### src/reset_pin_pkg.sv
/*
  shared constants and carrier types for the reset pin controller.
  assumes a 100 MHz system clock; no bus, no registers.
*/
package reset_pin_pkg;

  localparam int unsigned CLK_PERIOD_NS = 10;
  localparam int unsigned SYNC_STAGES = 2;
  localparam int unsigned DRIVE_CYCLES = 6;
  localparam int unsigned DRIVE_CNT_W = 3;

  localparam logic [DRIVE_CNT_W-1:0] DRIVE_CNT_RST = 3'h0;

  typedef enum logic [1:0] {
    ST_POWER_HOLD,
    ST_RUN,
    ST_SENSE,
    ST_DRIVE
  } seq_state_t;

  // reset requests handed to the rest of the chip, all active high
  typedef struct packed {
    logic por_domain;
    logic core_domain;
    logic run_allowed;
  } reset_req_t;

  // soft reset pad as two signals
  typedef struct packed {
    logic out_val;
    logic out_en;
  } pad_drive_t;

endpackage

### src/reset_sync.sv
/*
  two-or-more stage level synchroniser.
  assumes the input is asynchronous to clk; output is a plain level.
*/
`timescale 1ns/100ps

module reset_sync #(
  parameter int unsigned STAGES = reset_pin_pkg::SYNC_STAGES,
  parameter logic RESET_VAL = 1'b0
) (
  input wire logic clk,
  input wire logic rst_b,
  input wire logic din,
  output logic dout
);

  logic [STAGES-1:0] chain_q;
  logic [STAGES-1:0] chain_d;

  if (STAGES < 2) begin : g_bad_stages
    $error("reset_sync needs at least two stages");
  end

  // first stage is read only by the second
  always_comb begin
    chain_d = {chain_q[STAGES-2:0], din};
  end

  always_ff @(posedge clk or negedge rst_b) begin
    if (!rst_b) begin
      chain_q <= {STAGES{RESET_VAL}};
    end else begin
      chain_q <= chain_d;
    end
  end

  assign dout = chain_q[STAGES-1];

endmodule

### src/reset_pin_controller.sv
/*
  reset pin controller: power reset input and two-way soft reset pin,
  producing reset requests for the por and core domains.
  assumes one 100 MHz clock and that rst_b is a raw power-good reset;
  the rtc, debug engine and scan debugger take neither request.
*/
// Operation
// RULE1: power reset input low keeps the device held, no execution.
// RULE2: power reset release gives full por reset, then execution starts.
// RULE3: soft reset pin low holds the device in software reset.
// RULE4: soft reset release resets core, digital registers and peripherals.
// RULE5: soft reset spares por-only registers, rtc, debug engine, scan debugger.
// RULE6: once soft reset pin is sensed low, device drives it low.
// RULE7: drive lasts exactly six system clock cycles, then the pin is released.
// RULE8: after each drive, sense again and repeat until pin reads high.
// RULE9: both reset inputs pass two synchronising flip-flops before use.
`timescale 1ns/100ps

module reset_pin_controller #(
  parameter int unsigned DRIVE_CYCLES = reset_pin_pkg::DRIVE_CYCLES
) (
  input wire logic clk,
  input wire logic rst_b,
  input wire logic power_reset_in_n,
  input wire logic soft_reset_io_n_in,
  output logic soft_reset_io_n_out,
  output logic soft_reset_io_n_oe,
  output logic por_reset_req,
  output logic core_reset_req,
  output logic run_enable
);

  localparam int unsigned CW = reset_pin_pkg::DRIVE_CNT_W;
  localparam logic [CW-1:0] DRIVE_LAST = CW'(DRIVE_CYCLES - 1);

  if (DRIVE_CYCLES < 1 || DRIVE_CYCLES > (1 << CW)) begin : g_bad_drive
    $error("drive count does not fit the counter");
  end

  logic pwr_n_s;
  logic soft_n_s;

  // RULE9: power input sync
  reset_sync #(
    .STAGES(reset_pin_pkg::SYNC_STAGES),
    .RESET_VAL(1'b0)
  ) u_sync_pwr (
    .clk(clk),
    .rst_b(rst_b),
    .din(power_reset_in_n),
    .dout(pwr_n_s)
  );

  // RULE9: soft pin sync; resets high, pin counts as released
  reset_sync #(
    .STAGES(reset_pin_pkg::SYNC_STAGES),
    .RESET_VAL(1'b1)
  ) u_sync_soft (
    .clk(clk),
    .rst_b(rst_b),
    .din(soft_reset_io_n_in),
    .dout(soft_n_s)
  );

  reset_pin_pkg::seq_state_t state_q, state_d;
  logic [CW-1:0] cnt_q, cnt_d;
  logic [CW-1:0] blank_q, blank_d;
  reset_pin_pkg::reset_req_t req_q, req_d;
  reset_pin_pkg::pad_drive_t pad_q, pad_d;

  // own drive echoes through the sync chain; ignore it this long after release
  localparam logic [CW-1:0] BLANK_LAST = CW'(reset_pin_pkg::SYNC_STAGES);

  always_comb begin
    state_d = state_q;
    cnt_d = cnt_q;
    blank_d = blank_q;
    pad_d = '{out_val: 1'b0, out_en: 1'b0};
    req_d = '{por_domain: 1'b0, core_domain: 1'b0, run_allowed: 1'b1};
    if (!pwr_n_s) begin
      // RULE1: hold everything in reset
      state_d = reset_pin_pkg::ST_POWER_HOLD;
      cnt_d = reset_pin_pkg::DRIVE_CNT_RST;
      blank_d = reset_pin_pkg::DRIVE_CNT_RST;
      req_d = '{por_domain: 1'b1, core_domain: 1'b1, run_allowed: 1'b0};
    end else begin
      case (state_q)
        reset_pin_pkg::ST_POWER_HOLD: begin
          // RULE2: por released, execution starts next cycle
          state_d = reset_pin_pkg::ST_RUN;
        end
        reset_pin_pkg::ST_RUN: begin
          // RULE6: sensed low, start driving
          if (!soft_n_s) begin
            state_d = reset_pin_pkg::ST_DRIVE;
            cnt_d = reset_pin_pkg::DRIVE_CNT_RST;
            pad_d = '{out_val: 1'b0, out_en: 1'b1};
            // RULE3: held in soft reset, por domain left alone
            req_d = '{por_domain: 1'b0, core_domain: 1'b1, run_allowed: 1'b0};
          end
        end
        reset_pin_pkg::ST_DRIVE: begin
          // RULE3: soft reset held while driving
          req_d = '{por_domain: 1'b0, core_domain: 1'b1, run_allowed: 1'b0};
          // RULE7: six cycles of drive
          if (cnt_q == DRIVE_LAST) begin
            state_d = reset_pin_pkg::ST_SENSE;
            blank_d = reset_pin_pkg::DRIVE_CNT_RST;
          end else begin
            cnt_d = cnt_q + CW'(1);
            pad_d = '{out_val: 1'b0, out_en: 1'b1};
          end
        end
        reset_pin_pkg::ST_SENSE: begin
          req_d = '{por_domain: 1'b0, core_domain: 1'b1, run_allowed: 1'b0};
          if (blank_q != BLANK_LAST) begin
            blank_d = blank_q + CW'(1);
          end else if (!soft_n_s) begin
            // RULE8: still low, drive again
            state_d = reset_pin_pkg::ST_DRIVE;
            cnt_d = reset_pin_pkg::DRIVE_CNT_RST;
            pad_d = '{out_val: 1'b0, out_en: 1'b1};
          end else begin
            // RULE4: released; core reset drops, execution resumes
            // RULE5: por_domain stays low, so spared logic keeps its state
            state_d = reset_pin_pkg::ST_RUN;
            req_d = '{por_domain: 1'b0, core_domain: 1'b0, run_allowed: 1'b1};
          end
        end
        default: begin
          state_d = reset_pin_pkg::ST_POWER_HOLD;
          req_d = '{por_domain: 1'b1, core_domain: 1'b1, run_allowed: 1'b0};
        end
      endcase
    end
  end

  always_ff @(posedge clk or negedge rst_b) begin
    if (!rst_b) begin
      state_q <= reset_pin_pkg::ST_POWER_HOLD;
      cnt_q <= reset_pin_pkg::DRIVE_CNT_RST;
      blank_q <= reset_pin_pkg::DRIVE_CNT_RST;
      req_q <= '{por_domain: 1'b1, core_domain: 1'b1, run_allowed: 1'b0};
      pad_q <= '{out_val: 1'b0, out_en: 1'b0};
    end else begin
      state_q <= state_d;
      cnt_q <= cnt_d;
      blank_q <= blank_d;
      req_q <= req_d;
      pad_q <= pad_d;
    end
  end

  assign soft_reset_io_n_out = pad_q.out_val;
  assign soft_reset_io_n_oe = pad_q.out_en;
  assign por_reset_req = req_q.por_domain;
  assign core_reset_req = req_q.core_domain;
  assign run_enable = req_q.run_allowed;

  // helper: length of current drive burst
  logic [3:0] burst_q, burst_d;
  always_comb begin
    burst_d = soft_reset_io_n_oe ? burst_q + 4'h1 : 4'h0;
  end

  always_ff @(posedge clk or negedge rst_b) begin
    if (!rst_b) begin
      burst_q <= 4'h0;
    end else begin
      burst_q <= burst_d;
    end
  end

  property p_hold_while_power;
    @(posedge clk) disable iff (!rst_b)
      !pwr_n_s |=> (por_reset_req && !run_enable);
  endproperty
  a_hold_while_power: assert property (p_hold_while_power) // RULE1
    else $error("run allowed while power reset held");

  property p_power_release;
    @(posedge clk) disable iff (!rst_b)
      (state_q == reset_pin_pkg::ST_POWER_HOLD && pwr_n_s) |=> !por_reset_req ##0 run_enable;
  endproperty
  a_power_release: assert property (p_power_release) // RULE2
    else $error("no start after power reset release");

  property p_soft_hold;
    @(posedge clk) disable iff (!rst_b)
      soft_reset_io_n_oe |-> (core_reset_req && !run_enable);
  endproperty
  a_soft_hold: assert property (p_soft_hold) // RULE3
    else $error("core not held while pin driven");

  property p_soft_release;
    @(posedge clk) disable iff (!rst_b)
      ($fell(core_reset_req) && !por_reset_req) |-> run_enable;
  endproperty
  a_soft_release: assert property (p_soft_release) // RULE4
    else $error("core release without execution");

  property p_soft_spares_por;
    @(posedge clk) disable iff (!rst_b)
      (pwr_n_s && $past(pwr_n_s) && !por_reset_req) |=> !por_reset_req;
  endproperty
  a_soft_spares_por: assert property (p_soft_spares_por) // RULE5
    else $error("por request raised without power reset");

  property p_drive_on_low;
    @(posedge clk) disable iff (!rst_b)
      (state_q == reset_pin_pkg::ST_RUN && pwr_n_s && !soft_n_s)
        |=> soft_reset_io_n_oe && !soft_reset_io_n_out;
  endproperty
  a_drive_on_low: assert property (p_drive_on_low) // RULE6
    else $error("low pin not driven low");

  property p_drive_six;
    @(posedge clk) disable iff (!rst_b)
      $rose(soft_reset_io_n_oe) && pwr_n_s |-> soft_reset_io_n_oe [*6] ##1 !soft_reset_io_n_oe;
  endproperty
  a_drive_six: assert property (p_drive_six) // RULE7
    else $error("drive burst not six cycles");

  property p_burst_bound;
    @(posedge clk) disable iff (!rst_b)
      burst_q <= 4'h6;
  endproperty
  a_burst_bound: assert property (p_burst_bound) // RULE7
    else $error("drive burst too long");

  property p_redrive;
    @(posedge clk) disable iff (!rst_b)
      (state_q == reset_pin_pkg::ST_SENSE && blank_q == BLANK_LAST && !soft_n_s && pwr_n_s)
        |=> soft_reset_io_n_oe;
  endproperty
  a_redrive: assert property (p_redrive) // RULE8
    else $error("pin still low but not driven again");

  property p_sync_delay;
    @(posedge clk) disable iff (!rst_b)
      $fell(pwr_n_s) |-> $past(power_reset_in_n, 2) == 1'b0;
  endproperty
  a_sync_delay: assert property (p_sync_delay) // RULE9
    else $error("power input not two flops late");

endmodule

### config.mk
export PLATFORM = sky130hd
export DESIGN_NAME = reset_pin_controller
export DESIGN_NICKNAME = d
export VERILOG_FILES = /design/src/reset_pin_pkg.sv /design/src/reset_sync.sv /design/src/reset_pin_controller.sv
export SDC_FILE = /design/constraint.sdc
export NUM_CORES = 1
export LEC_CHECK = 0
export BUFFER_PORTS_ARGS = -buffer_cell sky130_fd_sc_hd__buf_4
export CAP_MARGIN = 5
export CORE_MARGIN = 1
export CORE_UTILIZATION = 55
export DETAILED_ROUTE_END_ITERATION = 8
export PLACE_DENSITY = 0.76
export SLEW_MARGIN = 20
export SYNTH_ARGS = -nofsm -noshare
export SYNTH_HDL_FRONTEND = slang
export SYNTH_SLANG_ARGS = --single-unit
### constraint.sdc
create_clock -name clk -period 2.3 [get_ports clk]
set_input_delay 0.46 -clock clk [delete_from_list [all_inputs] [get_ports clk]]
set_output_delay 0.46 -clock clk [all_outputs]
set_load 0.02 [all_outputs]
After elaboration in Yosys (flattened, before gate mapping)
Cells that the tools add are included.
Storage, ports and cells
  register bits after elaboration: 17
  latch bits: 0
  memory bits (writable): 0
  memory bits (read-only): 0
  bits of input ports: 4
  output and inout bits: 5
  word-level logic and storage cells: 52
  memories kept: 0
Operators by class
  add/sub/neg operators: 2
  multipliers: 0
  divide/modulo/power cells: 0
  $lt $le $gt $ge: 0
  eq/ne operators: 12
  shifts and indexed selects: 0
  multiplexer cells: 24
  bitwise operators: 0
  reduce and logical (&&, ||, !) cells: 4
Operators by type and width (number)
  2-to-1 mux 3 bit: 8
  2-to-1 mux 2 bit: 9
  inequality test 3 bit, second input constant: 6
  one-hot mux 2 bit (3 select lines): 2
  one-hot mux 3 bit (3 select lines): 1
  AND reduction 3 bit: 3
  one-hot mux 2 bit (4 select lines): 1
  adder 3 x 1 -> 3 bit, second input constant: 2
  one-hot mux 3 bit (2 select lines): 1
  == test 2 bit, second input constant: 2
  inequality test 4 bit, second input constant: 1
  == test 3 bit, second input constant: 1
  inequality test 3 x 2 -> 1 bit, second input constant: 1
  == test 2 x 1 -> 1 bit, second input constant: 1
  zero test 2 bit: 1
  2-to-1 mux 1 bit: 2

Depth between registers and ports, before layout
  depth in word-level cells: 4
  mapped depth: 6
  gate-level depth less buffers: 6

Cells and area by module
A second synthesis with hierarchy kept.
Unflattened totals
  cells, all modules: 84
  area, all modules: 855.8 µm²
By module, submodules not included
  reset_pin_controller: times used 1, cells an instance 80, area an instance 753.2 µm², seq. area each 302.8 µm²
  reset_sync at u_sync_soft: times used 1, cells an instance 2, area an instance 52.6 µm², seq. area each 52.6 µm²
  reset_sync at u_sync_pwr: times used 1, cells an instance 2, area an instance 50.0 µm², seq. area each 50.0 µm²

Worst setup path before layout
No wires, ideal clock.
  path kind: register -> register
  start point: register blank_q[0]
  end point: register cnt_q[1]
  library setup time: 0.125 ns
  data arrival time: 1.335 ns
  required time: 2.175 ns
  path slack: 0.840 ns
  cell stages (with the launch flop): 7
  path buffers: 0
  period minus slack after synthesis: 1.460 ns
  path through: dfrtp_1 inv_1 ha_1 or2b_1 nand4b_4 nand2_2 mux2_4
On the way
  cells in the longest elaborated chain, start to end: 3
RTL lines
  from (decl): RTL line reset_pin_controller.sv:67  | logic [CW-1:0] blank_q, blank_d;
  from (signal assigned): RTL line reset_pin_controller.sv:142  | blank_q <= reset_pin_pkg::DRIVE_CNT_RST;
  from (signal assigned): RTL line reset_pin_controller.sv:148  | blank_q <= blank_d;
  inequality test 3 x 2 -> 1 bit: RTL line reset_pin_controller.sv:116  | if (blank_q != BLANK_LAST) begin
  inequality test 3 bit (no line)
  AND reduction 3 bit (no line)
  to (signal assigned): RTL line reset_pin_controller.sv:141  | cnt_q <= reset_pin_pkg::DRIVE_CNT_RST;
  to (signal assigned): RTL line reset_pin_controller.sv:147  | cnt_q <= cnt_d;
  to (decl): RTL line reset_pin_controller.sv:66  | logic [CW-1:0] cnt_q, cnt_d;
No other way between the ends.
A chain may end at the register's enable or synchronous reset.

Worst setup path after layout
Ends and elaborated chain as after synthesis.

==> flow_summary.yaml <==
synth:
  synth_xor_area_share_pct: 1.15
  synth_compound_area_share_pct: 15.4
  synth_area_leader_cell: "dfrtp_1"
  yosysSeqAreaShare_pct: 53.2
  synth_edf_count: 0
  synthFlopType: "dfrtp_1"
  yosysWarnings: 0
  synth_top_family_by_area: "simple AND/OR/NAND/NOR gates"
  syn_area_per_cell_um2: 11.4
  yosys-top-cells-area: "dfrtp_1 39%, dfstp_2 14%, ha_1 6.6%, nand4b_4 3.1%, o21ai_0 2.6%"
  synthesis.area_um2: 762
  muxShareOfSynthArea_pct: 1.97
  synth_nets: 75
  syn_inst: 67
  synth.ff_latch_count: 16
  synth_top_area_share_pct: 39.4
  synthArstFlopShare_pct: 100
  ys_types: 31
  yosys.area_share.adder_pct: 6.57
  synth_simple_gate_area_share_pct: 16.6
routing:
  vias: 500
  ant_nets: 0
  firstDrtPassIters: 2
  vias_per_cell: 5.56
  drt_iter0_drc: 12
  drc: 0
  finalWirelength_um: 1160
  wire_per_inst_um: 12.9
grt:
  grt_max_degree: 17
  antenna_found_initial: 0
  grt_pass1_wl_um: 2000
  grt_overflow: 0
  grt_pass1_vias: 460
  grtUsageTotal_pct: 20.1
flow_run:
  cap_viol_max_count: 0
finish:
  multiInputGateArea_um2: 322
  final_cell_mix: "12 x dfrtp_1, 7 x buf_4"
  fin_cells: 90
  fill_cells: 107
  fin_nets: 84
  area_growth_pct: 11.5
  layout_commonest_cell: "dfrtp_1"
  fin_area_um2: 850
  diodes: 0
  final_core_util_pct: 65.3
  regArea_um2: 405
  layout-drive-gt1-share_pct: 28.0
sta:
  hold_violations: 0
  finalCritPeriodShare_pct: 66.7
  fin_tns_setup_ns: 0
  fin_skew_ns: 0.00406
  max_clock_freq_mhz: 651
  final-setup-viol-count: 0
  slew_violations: 0
  whs_ns: 0.0123
  finalWorstSetupSlack_ns: 0.765
  layout_min_cycle_time_ns: 1.54
  rsz0062_at_grt: "false"
worst_setup_path:
  start_kind: "flop"
  cp-end-kind: "flop"
  r2r-start: "blank_q[0]"
  crit_arrival_ns: 1.71
  critical_path.max_fanout: 5
  rrSetupSlack_ns: 0.76
  setup.worst_path.start: "blank_q[0]"
  criticalPathCategory: "reg2reg"
  cp_data_required_time_ns: 2.48
pwr:
  power_density_mw_per_mm2: 687
  p_sw_share_pct: 25.6
  p_comb_share_pct: 13.0
  power_mw: 0.583
  power_frac_seq_pct: 55.8
  p_clk_share_pct: 31.2
  ir_drop_uv: 646
  p_leak_nw: 0.405
  power_switching_mw: 0.150
  internal-power_mw: 0.434
placement:
  dp_cells: 86
  placed_area_um2: 813
  place_ws_ns: 0.763
  port-buffer-count: 7
  place_hpwl_um: 860
  gp_congestion: 0.757
cts:
  cts_setup_buffers: 0
  cts_tree: "built"
  cts_buffer_depth: 2
  path_clk_slew_ns: 0.09
  worst_skew_pair.late_latency_ns: 0.28
  cts_sinks: 16
  htreeDepth: 1
  cts_buffers: 3
  postCtsHoldBufs: 0
  root_buffer: "clkbuf_4"
  cts_resized: 0
die:
  start_util_pct: 58.6
  die_h_um: 39.2
  rows: 13
  coreArea_mm2: 0.00130
  die_area_mm2: 0.00154
  die_w_um: 39.2
  io_pins: 9
status:
  status: "complete, no violations"
worst_hold_path:
  hp-class: "in2async"
cells in the mapped netlist, drive strengths merged (2+ instances only):
cell	n
dfstp	4
buf	3
dfrtp	12
nor4b	2
o21ai	5
a21o	3
nor2b	2
inv	4
nand3	2
ha	4
nand2	5
nor2	4
a21oi	4
area by class of cell:
type	count	share of cell area, %
flip-flops and latches	16	47.7
multi-input cells	44	37.8
repair buffers	7	6.19
clock buffers	4	4.27
well taps	15	2.21
inverters	4	1.77
final timing paths:
| path | endpoint | depth (start not counted) |
|---|---|---|
| max in group asynchronous | u_sync_soft.chain_q[0] | 1 |
| min in group clk | u_sync_soft.chain_q[0] | 1 |
| setup / recovery | cnt_q[1] | 6 |
| hold / removal | cnt_q[0] | 1 |
| setup reg to reg | cnt_q[1] | 6 |
| hold reg to reg | u_sync_soft.chain_q[1] | 0 |
critical path, cell delays in order (launching register included):
cell and delay (ns):
dfrtp_1 0.42, inv_1 0.07, ha_1 0.17, or2b_1 0.27
nand4b_4 0.13, nand2_2 0.07, mux2_4 0.30
power groups by stage:
stage               sequential (mW)  combinational, mW  clock, mW
global placement              0.330             0.0745          0
finish                        0.325             0.0760      0.182
detailed placement            0.331             0.0769          0
global route                  0.330             0.0856      0.201
floorplan                     0.326             0.0583          0
CTS                           0.325             0.0769      0.185
logic make-up after synthesis:
family / count (synthesis)
flip-flops: 16
other: 1
adder cells (fa/ha/maj): 4
XOR/XNOR: 1
multiplexers: 1
AND/OR/NAND/NOR: 20
AO/OA/AOI/OAI: 17
buffers and inverters: 7
sequential cells by signal, summed over array words and instances, names as in the netlist:
register and flops:
run_enable 1, core_reset_req 1, state_q 2, cnt_q 3
por_reset_req 1, u_sync_soft.chain_q 2, u_sync_pwr.chain_q 2, soft_reset_io_n_oe 1
blank_q 3
metal layers:
| metal | up-vias | track usage, % | share of wire [%] |
|---|---|---|---|
| met5 | - | 0 | 0 |
| li1 | 246 | - | - |
| met4 | 0 | 5.17 | 0.86 |
| met3 | 2 | 6.94 | 4.9 |
| met2 | 11 | 32.9 | 47 |
| met1 | 241 | 25.2 | 47 |
(Power assumes the default switching activity.)
